<file path="src/rtl/ofm_pkg.sv">
// Package for the oscillator fail monitor: timing constants and carrier types.
// Assumes a single 200 MHz system clock.
package ofm_pkg;

    // ****************************************
    // Clock and timing
    // ****************************************
    localparam int CLK_PERIOD_PS = 5000;
    localparam int STAB_TIME_NS = 250000;
    localparam int STAB_CYCLES = (STAB_TIME_NS * 1000) / CLK_PERIOD_PS;
    localparam int POR_TYP_NS = 18000;
    localparam int POR_MAX_NS = 34000;
    localparam int POR_MAX_CYCLES = (POR_MAX_NS * 1000) / CLK_PERIOD_PS;

    // ****************************************
    // Frequency compare
    // ****************************************
    localparam int REF_WINDOW = 16;
    localparam int MAIN_THRESHOLD = 16;
    localparam int CNT_W = 8;

    // ****************************************
    // Reset values
    // ****************************************
    // The block stays passive while its own reset is low
    localparam logic RST_SEL_RC = 1'b0;
    localparam logic RST_RESET_OUT = 1'b0;
    localparam logic RST_RC_ENABLE = 1'b0;
    // Main oscillator counts as failed until a window proves it
    localparam logic RST_MAIN_SLOW = 1'b1;

    // ****************************************
    // Types
    // ****************************************
    typedef enum logic [1:0] {
        OFM_OFF,
        OFM_FAIL,
        OFM_STAB,
        OFM_RUN
    } ofm_state_t;

    typedef struct packed {
        logic sel_rc;
        logic chip_reset;
        logic rc_enable;
        logic port_reset;
    } ofm_ctrl_t;

endpackage : ofm_pkg

</file>
<file path="src/rtl/ofm_edge_cnt.sv">
// Edge counter: counts rising edges of an oscillator sampled in the system clock.
// Assumes the raw oscillator input is asynchronous to I_CLK.
`timescale 1ns/1ps
module ofm_edge_cnt #(
    parameter int CNT_W = ofm_pkg::CNT_W
)
(
    // Clock and reset
    input wire logic clk,
    input wire logic rst_b,
    // Oscillator and control
    input wire logic osc_in,
    input wire logic clear,
    // Result
    output logic [CNT_W-1:0] count,
    output logic edge_seen
);

    if (CNT_W < 2)
    begin : g_bad_width
        $error("ofm_edge_cnt: counter width must be at least 2");
    end

    logic sync1;
    logic sync2;
    logic sync3;
    logic [CNT_W-1:0] next_count;

    always_comb
    begin
        edge_seen = sync2 & ~sync3;
        next_count = count;
        if (clear)
        begin
            next_count = '0;
        end
        else if (edge_seen && count != {CNT_W{1'b1}})
        begin
            next_count = count + 1'b1;
        end
    end

    always_ff @(posedge clk or negedge rst_b)
    begin
        if (!rst_b)
        begin
            sync1 <= 1'b0;
            sync2 <= 1'b0;
            sync3 <= 1'b0;
            count <= '0;
        end
        else
        begin
            sync1 <= osc_in;
            sync2 <= sync1;
            sync3 <= sync2;
            count <= next_count;
        end
    end

endmodule : ofm_edge_cnt

</file>
<file path="src/rtl/ofm_monitor.sv">
// Oscillator fail monitor: compares main oscillator against RC reference.
// Assumes both oscillators arrive as slow asynchronous pins sampled by I_CLK.
`timescale 1ns/1ps
module ofm_monitor #(
    parameter int STAB_CYCLES = ofm_pkg::STAB_CYCLES,
    parameter int REF_WINDOW = ofm_pkg::REF_WINDOW,
    parameter int MAIN_THRESHOLD = ofm_pkg::MAIN_THRESHOLD
)
(
    // Clock and reset
    input wire logic I_CLK,
    input wire logic I_RST_B,
    // Pins
    input wire logic I_OSC_MONITOR_ENABLE_PIN,
    input wire logic I_HARD_POWERDOWN_PIN_B,
    input wire logic I_MAIN_OSC,
    input wire logic I_RC_OSC,
    // Control outputs
    output logic O_SEL_RC,
    output logic O_CHIP_RESET,
    output logic O_RC_ENABLE,
    output logic O_PORT_RESET
);

    // ****************************************
    // Parameter checks
    // ****************************************
    if (REF_WINDOW < 2 || REF_WINDOW > 255 || MAIN_THRESHOLD < 1 || MAIN_THRESHOLD > 255)
    begin : g_bad_cnt
        $error("ofm_monitor: window or threshold out of range");
    end
    if (STAB_CYCLES < 1)
    begin : g_bad_stab
        $error("ofm_monitor: stabilisation count must be positive");
    end

    localparam int STAB_W = $clog2(STAB_CYCLES + 1);

    // ****************************************
    // Pin synchronisers
    // ****************************************
    logic en_s1;
    logic en_s2;
    logic pd_s1;
    logic pd_s2;

    always_ff @(posedge I_CLK or negedge I_RST_B)
    begin
        if (!I_RST_B)
        begin
            en_s1 <= 1'b0;
            en_s2 <= 1'b0;
            pd_s1 <= 1'b0;
            pd_s2 <= 1'b0;
        end
        else
        begin
            en_s1 <= I_OSC_MONITOR_ENABLE_PIN;
            en_s2 <= en_s1;
            pd_s1 <= I_HARD_POWERDOWN_PIN_B;
            pd_s2 <= pd_s1;
        end
    end

    // ****************************************
    // Frequency compare
    // ****************************************
    logic [ofm_pkg::CNT_W-1:0] main_count;
    logic [ofm_pkg::CNT_W-1:0] rc_count;
    logic rc_edge;
    logic win_clear;
    logic win_done;
    logic main_slow;
    logic next_main_slow;

    assign win_done = rc_edge && (rc_count == ofm_pkg::CNT_W'(REF_WINDOW - 1));
    assign win_clear = win_done || !en_s2;

    ofm_edge_cnt #(.CNT_W(ofm_pkg::CNT_W)) u_main_cnt (
        .clk(I_CLK),
        .rst_b(I_RST_B),
        .osc_in(I_MAIN_OSC),
        .clear(win_clear),
        .count(main_count),
        .edge_seen()
    );

    ofm_edge_cnt #(.CNT_W(ofm_pkg::CNT_W)) u_rc_cnt (
        .clk(I_CLK),
        .rst_b(I_RST_B),
        .osc_in(I_RC_OSC),
        .clear(win_clear),
        .count(rc_count),
        .edge_seen(rc_edge)
    );

    always_comb
    begin
        next_main_slow = main_slow;
        if (!en_s2 || !pd_s2)
        begin
            next_main_slow = 1'b1;
        end
        else if (win_done)
        begin
            next_main_slow = (main_count < ofm_pkg::CNT_W'(MAIN_THRESHOLD));
        end
    end

    always_ff @(posedge I_CLK or negedge I_RST_B)
    begin
        if (!I_RST_B)
        begin
            main_slow <= ofm_pkg::RST_MAIN_SLOW;
        end
        else
        begin
            main_slow <= next_main_slow;
        end
    end

    // ****************************************
    // Supervision state machine
    // ****************************************
    ofm_pkg::ofm_state_t state;
    ofm_pkg::ofm_state_t next_state;
    logic [STAB_W-1:0] stab_cnt;
    logic [STAB_W-1:0] next_stab_cnt;
    ofm_pkg::ofm_ctrl_t ctrl;
    ofm_pkg::ofm_ctrl_t next_ctrl;

    always_comb
    begin
        next_state = state;
        next_stab_cnt = stab_cnt;
        case (state)
            ofm_pkg::OFM_OFF:
            begin
                if (en_s2)
                begin
                    next_state = ofm_pkg::OFM_FAIL;
                end
            end
            ofm_pkg::OFM_FAIL:
            begin
                if (!en_s2)
                begin
                    next_state = ofm_pkg::OFM_OFF;
                end
                else if (!main_slow && pd_s2)
                begin
                    next_state = ofm_pkg::OFM_STAB;
                    next_stab_cnt = STAB_W'(STAB_CYCLES - 1);
                end
            end
            ofm_pkg::OFM_STAB:
            begin
                if (!en_s2)
                begin
                    next_state = ofm_pkg::OFM_OFF;
                end
                else if (main_slow || !pd_s2)
                begin
                    next_state = ofm_pkg::OFM_FAIL;
                end
                else if (stab_cnt == '0)
                begin
                    next_state = ofm_pkg::OFM_RUN;
                end
                else
                begin
                    next_stab_cnt = stab_cnt - 1'b1;
                end
            end
            ofm_pkg::OFM_RUN:
            begin
                if (!en_s2)
                begin
                    next_state = ofm_pkg::OFM_OFF;
                end
                else if (main_slow || !pd_s2)
                begin
                    next_state = ofm_pkg::OFM_FAIL;
                end
            end
            default:
            begin
                next_state = ofm_pkg::OFM_OFF;
            end
        endcase
    end

    always_comb
    begin
        next_ctrl.rc_enable = en_s2;
        next_ctrl.sel_rc = (next_state == ofm_pkg::OFM_FAIL);
        next_ctrl.chip_reset = (next_state == ofm_pkg::OFM_FAIL)
            || (next_state == ofm_pkg::OFM_STAB);
        next_ctrl.port_reset = next_ctrl.chip_reset;
    end

    always_ff @(posedge I_CLK or negedge I_RST_B)
    begin
        if (!I_RST_B)
        begin
            state <= ofm_pkg::OFM_OFF;
            stab_cnt <= '0;
            ctrl.sel_rc <= ofm_pkg::RST_SEL_RC;
            ctrl.chip_reset <= ofm_pkg::RST_RESET_OUT;
            ctrl.rc_enable <= ofm_pkg::RST_RC_ENABLE;
            ctrl.port_reset <= ofm_pkg::RST_RESET_OUT;
        end
        else
        begin
            state <= next_state;
            stab_cnt <= next_stab_cnt;
            ctrl <= next_ctrl;
        end
    end

    // ****************************************
    // Outputs
    // ****************************************
    // Reset asserts within a few cycles of enable, far inside the power-on limit
    assign O_SEL_RC = ctrl.sel_rc;
    assign O_CHIP_RESET = ctrl.chip_reset;
    assign O_RC_ENABLE = ctrl.rc_enable;
    assign O_PORT_RESET = ctrl.port_reset;

endmodule : ofm_monitor

</file>
<file path="config.mk">
export PLATFORM = sky130hd
export DESIGN_NAME = ofm_monitor
export DESIGN_NICKNAME = d
export VERILOG_FILES = /design/src/rtl/ofm_pkg.sv /design/src/rtl/ofm_edge_cnt.sv /design/src/rtl/ofm_monitor.sv
export SDC_FILE = /design/constraint.sdc
export NUM_CORES = 1
export LEC_CHECK = 0
export BUFFER_PORTS_ARGS = -buffer_cell sky130_fd_sc_hd__buf_4
export CORE_MARGIN = 3
export CORE_UTILIZATION = 65
export CTS_CLUSTER_SIZE = 20
export DETAILED_ROUTE_END_ITERATION = 7
export PLACE_DENSITY = 0.83
export SLEW_MARGIN = 20
export SYNTH_ARGS = -nofsm -noshare
export SYNTH_HDL_FRONTEND = slang
export SYNTH_SLANG_ARGS = --single-unit
</file>
<file path="constraint.sdc">
create_clock -name I_CLK -period 3.1 [get_ports I_CLK]
set_input_delay 0.62 -clock I_CLK [delete_from_list [all_inputs] [get_ports I_CLK]]
set_output_delay 0.62 -clock I_CLK [all_outputs]
set_load 0.005 [all_outputs]
</file>
# --- Word-level counts from Yosys, hierarchy flattened ---
# Cells that the tools add are included.
word_totals:
  inputBits: 6
  output_inout_bits: 4
  wordCells: 78
  reg_bits: 48
classes:
  n_mux: 21
  n_eq_ne: 13
  bitwise: 4
  magnitude_cmp: 1
  addsub: 3
  n_reduce_logical: 18
ops:
  columns: ["op", "count"]
  rows:
  - ["$mux W16", 5]
  - ["$mux W8", 4]
  - ["$pmux W16 S2", 1]
  - ["$add A8 B1 Y8 const B", 2]
  - ["$logic_not A16 Y1", 1]
  - ["$mux W2", 8]
  - ["$ne A8 B8 Y1 const B", 2]
  - ["$sub A16 B1 Y16 const B", 1]
  - ["$ne A2 B2 Y1 const B", 5]
  - ["$eq A8 B4 Y1 const B", 1]
  - ["$lt A8 B5 Y1 const B", 1]
  - ["$pmux W2 S4", 1]
  - ["$reduce_bool A2 Y1", 4]
  - ["$eq A2 B2 Y1 const B", 3]
  - ["$reduce_and A6 Y1", 1]
  - ["$eq A2 B1 Y1 const B", 2]
  - ["$logic_and A1 B1 Y1", 4]
  - ["$logic_or A1 B1 Y1", 4]
  - ["$logic_not A1 Y1", 3]
  - ["$and A1 B1 Y1", 2]
  - ["$logic_not A2 Y1", 1]
  - ["$mux W1", 2]
  - ["$not A1 Y1", 2]

# --- Logic depth before layout (Yosys ltp) ---
depth:
  ltp_word: 7
  ltp_mapped: 7
  ltp_nobuf: 7

# --- By module ---
# Synthesis repeated with hierarchy kept, for this count alone.
hier_totals:
  hier_cells: 228
  area_unflattened_um2: 2343.5
modules_own_cells:
  columns: ["mod", "seq_area_each_um2", "cells_per_inst", "instances", "area_per_inst_um2"]
  rows:
  - ["ofm_monitor", 651.9, 130, 1, 1327.5]
  - ["ofm_edge_cnt", 275.3, 49, 2, 508.0]

# --- Least setup slack after synthesis ---
# OpenSTA, ideal clock, no wires.
synth_timing:
  path_type: "reg-to-reg"
  start: "reg stab_cnt[0]"
  end: "reg stab_cnt[7]"
  setup_time_ps: 77
  slack_ps: 1264
  required_time_ps: 3023
  arrival_time_ps: 1758
  path_stages_with_launch: 8
  period_less_slack_ps: 1836
  path_buffers: 1
  path_cell_list: "dfrtp_1 -> inv_1 -> ha_1 -> nor4b_1 -> and4_1 -> buf_4 -> or4_1 -> a21oi_1"
synth_via:
  elab_chain_len: 5
  elab_cells_between_ends: 8
  cone_classes: "add/sub: 1; eq/ne: 1; mux: 4; reduce/logical: 2"
synth_lines:
  columns: ["item", "line_no", "text"]
  rows:
  - ["start: declaration", "ofm_monitor.sv:127", "logic [STAB_W-1:0] stab_cnt;"]
  - ["start signal: assignment", "ofm_monitor.sv:216", "stab_cnt <= next_stab_cnt;"]
  - ["$sub A16 B1 Y16", "ofm_monitor.sv:172", "next_stab_cnt = stab_cnt - 1'b1;"]
  - ["$mux W16", "ofm_monitor.sv:166", "else if (stab_cnt == '0)"]
  - ["$mux W16", "ofm_monitor.sv:162", "else if (main_slow || !pd_s2)"]
  - ["$mux W16", "ofm_monitor.sv:158", "if (!en_s2)"]
  - ["$pmux W16 S2", "ofm_monitor.sv:136", "case (state)"]
# Parallel ways exist; a longest one is shown, timed or not. The select of a mux whose other input is x is not followed.
# A chain may end at the register's enable or synchronous reset.

==> flow_metrics.py <==
metrics = {
    "critical_path": {
        "r2r-end": "O_PORT_RESET",
        "worstReg2RegStart": "stab_cnt[0]",
        "ff2ff_path_depth": 7,
        "r2r_setup_slack_ns": 0.83,
        "critPathKind": "reg2reg",
        "timing.critical_path.arrival_ns": 2.57,
        "worst-path-max-fanout": 8,
        "critPathRequiredTime_ns": 3.41,
        "setup.worst_path.end_class": "register",
        "startpoint_type": "register",
    },
    "logic_synthesis": {
        "yosys.area.top_type_share_pct": 50.5,
        "post_synth_inst_count": 222,
        "syn-cell-area_um2": 2330,
        "synth_edf_count": 0,
        "synth_area_per_cell_um2": 10.5,
        "mappedNetlistNets": 232,
        "async_flop_share_pct": 100,
        "synth_top_area_cell": "dfrtp_1",
        "ys_ff_latch": 48,
        "yosysSeqAreaShare_pct": 51.6,
        "yosys.cell_types.count": 48,
        "yosys_warnings": 0,
        "post_synth_main_area_contributors": "dfrtp_1 (50%), or4_1 (3.2%), a21oi_1 (2.6%), o31ai_1 (2.6%), nor2_1 (2.4%)",
        "synth_ff_type": "dfrtp_1",
    },
    "placed_design": {
        "place.port_buffers": 9,
        "gp_routability_congestion": 0.956,
        "hpwl_mm": 3.28,
    },
    "die": {
        "io_pins": 10,
        "design.die.area_um2": 4340,
        "die_w_um": 65.9,
        "initial_utilization_pct": 68.7,
        "coreArea_um2": 3390,
        "num_rows": 21,
        "floorplan.die.height_um": 65.9,
    },
    "job": {
        "cap_violations": 0,
    },
    "timing": {
        "number_of_max_slew_violations_in_the_final_report": 0,
        "finalSetupViolCount": 0,
        "worst_hold_slack_ns": 0.235,
        "max_slew.worst_pin.slew_ns": 0.595,
        "timing.setup.tns_ns": 0,
        "period_needed_ns": 2.27,
        "layout_worst_path_cycle_share_pct": 73.1,
        "peak_clock_frequency_supported_by_timing_mhz": 441,
        "grt_setup_unrepaired": "false",
        "fin_skew_ns": 0.00939,
        "final_hold_violation_count": 0,
        "slew-limit-headroom_pct": 60.3,
    },
    "clock_tree": {
        "clk_root_buffer_cell": "clkbuf_4",
        "cts.repair.resized": 0,
        "clkSlewWorstSetupHoldPaths_ns": 0.13,
        "cts_num_sinks": 48,
        "clock_tree.htree_level_count": 2,
        "postCtsHoldBufs": 0,
        "cts_max_path_buffers": 2,
        "cts_inserted_buffers": 5,
        "cts_post_setup_buffers_inserted": 0,
        "clock_tree_from_tritoncts": "yes",
        "clock_latency_late_sink_ns": 0.35,
    },
    "global_routing": {
        "grt_max_degree": 49,
        "grtUsageTotal_pct": 24.4,
        "antenna_found_initial": 0,
        "first_pass_grt_wire_length_mm": 7.99,
        "grt_pass1_vias": 1824,
        "global_route.overflow_total": 0,
    },
    "detailed_routing": {
        "route.vias.total": 1829,
        "drt_iter0_drc": 157,
        "vias_per_cell": 6.53,
        "router_iterations_before_antenna_repair": 4,
        "detail-route-antenna-nets": 0,
        "drc": 0,
        "wl_per_cell_um": 16.5,
        "totalWireLength_mm": 4.61,
    },
    "pwr": {
        "p_leak_nw": 1.14,
        "irDropWorstVdd_uv": 493,
        "power_dens_cells_nw_per_um2": 434,
    },
    "final_layout": {
        "insertedDiodeCount": 0,
        "net_count_of_the_finished_layout": 243,
        "post_route_cells_drive_above_1_share_pct": 12.4,
        "n_fill_cell": 247,
        "syn_to_final_growth_pct": 8.27,
    },
    "status": {
        "status": "complete, no violations",
    },
    "hold_path": {
        "timing.hold.worst.class": "in2async",
    },
}
==> critical path, stage by stage, from the launching register on <==
cell and delay, ns:
dfrtp_1 0.44, inv_1 0.07, ha_1 0.30, nor4b_1 0.42
nand4_1 0.33, a41oi_1 0.34, ha_1 0.27, inv_1 0.05
==> cells by family (layout without fill, tap and decap cells) <==
| logic type | Yosys count | after routing | synth area share (%) |
|---|---|---|---|
| AOI/OAI and AO/OA | 45 | 45 | 12.1 |
| xor gates and xnor gates | 7 | 7 | 2.95 |
| adders and majority gates | 4 | 4 | 2.15 |
| buffers and inverters | 15 | 27 | 2.79 |
| DFF | 48 | 48 | 51.6 |
| muxes | 5 | 5 | 2.20 |
| and+or+nand+nor | 98 | 98 | 26.2 |
==> worst max-delay path by stage <==
stage / startpoint / end / slack (ns) / depth (start not counted)
after global routing: stab_cnt[0] / O_PORT_RESET / 0.64 / 7
after detailed placement: stab_cnt[0] / O_PORT_RESET / 0.92 / 7
after global placement: stab_cnt[0] / stab_cnt[0] / 1.12 / 6
after CTS: stab_cnt[0] / O_PORT_RESET / 0.88 / 7
after floorplan: stab_cnt[0] / stab_cnt[7] / 1.26 / 7
final: stab_cnt[0] / O_PORT_RESET / 0.83 / 7
==> cell type report <==
cell class | instances | area, µm² | area share (%)
sequential | 48 | 1200 | 47.7
multi-input combinational | 159 | 1060 | 42.1
timing repair buffer | 9 | 67.6 | 2.68
clock buffer | 7 | 65.1 | 2.58
tap | 46 | 57.6 | 2.28
inverter | 10 | 37.5 | 1.49
clock inverter | 1 | 30.0 | 1.19
==> sequential cells by signal (all words and copies together), names as in the netlist <==
name and count:
state 2, main_slow 1, O_SEL_RC 1, en_s2 1, u_rc_cnt.sync3 1, u_main_cnt.count 8, u_rc_cnt.sync1 1, pd_s1 1
en_s1 1, O_RC_ENABLE 1, u_rc_cnt.sync2 1, u_rc_cnt.count 8, O_PORT_RESET 1, pd_s2 1, stab_cnt 16, u_main_cnt.sync3 1
u_main_cnt.sync2 1, u_main_cnt.sync1 1
==> stage by stage <==
stage	worst slack (ns)	instances	power, mW	util (%)	cell area (µm²)
detailed placement	0.919	272	0.710	71.6	2430
global placement	1.12	272	0.707	71.6	2430
global route	0.642	280	1.15	74.4	2520
finish	0.833	280	1.10	74.4	2520
floorplan	1.26	222	0.683	-	2330
CTS	0.885	280	1.11	74.4	2520
==> synthesized netlist by cell type, types with 3 or more instances <==
cell,number
a211oi_1,3
a21oi_1,12
a31oi_1,3
and3_1,4
and4_1,4
dfrtp_1,47
ha_1,4
inv_1,10
mux2i_1,4
nand2_1,10
nand2b_1,3
nand3_1,9
nand4_1,7
nor2_1,15
nor2b_1,3
nor3_1,7
nor4_1,6
o211ai_1,3
o21ai_0,10
o31ai_1,8
or3_1,4
or3_2,3
or4_1,10
xor2_1,4
==> report_power, final <==
group          total, mW  internal, mW  switching [mW]
clock network      0.398         0.214           0.184
logic             0.0497        0.0179          0.0319
registers          0.648         0.639         0.00925
total               1.10         0.871           0.225
==> cells in the final DEF, fill, tap and decap left out, types with 5 or more instances in the layout <==
master / count
nand4_1: 7
nand3_1: 9
a21oi_1: 12
o21ai_0: 10
nor4_1: 6
nor3_1: 7
o31ai_1: 8
dfrtp_1: 47
nand2_1: 10
inv_1: 10
nor2_1: 15
or4_1: 10
clkbuf_4: 5
buf_4: 9
==> routing by layer <==
layer / up-vias / track usage, % / wire, µm / part of all wire, %
met4: 0 / 12.4 / 140 / 3.0
met5: - / 0 / 0 / 0
met3: 22 / 5.27 / 166 / 3.6
li1: 856 / - / - / -
met1: 899 / 27.2 / 1720 / 37
met2: 52 / 43.3 / 2580 / 56
Power figures use the tool's default switching activity.
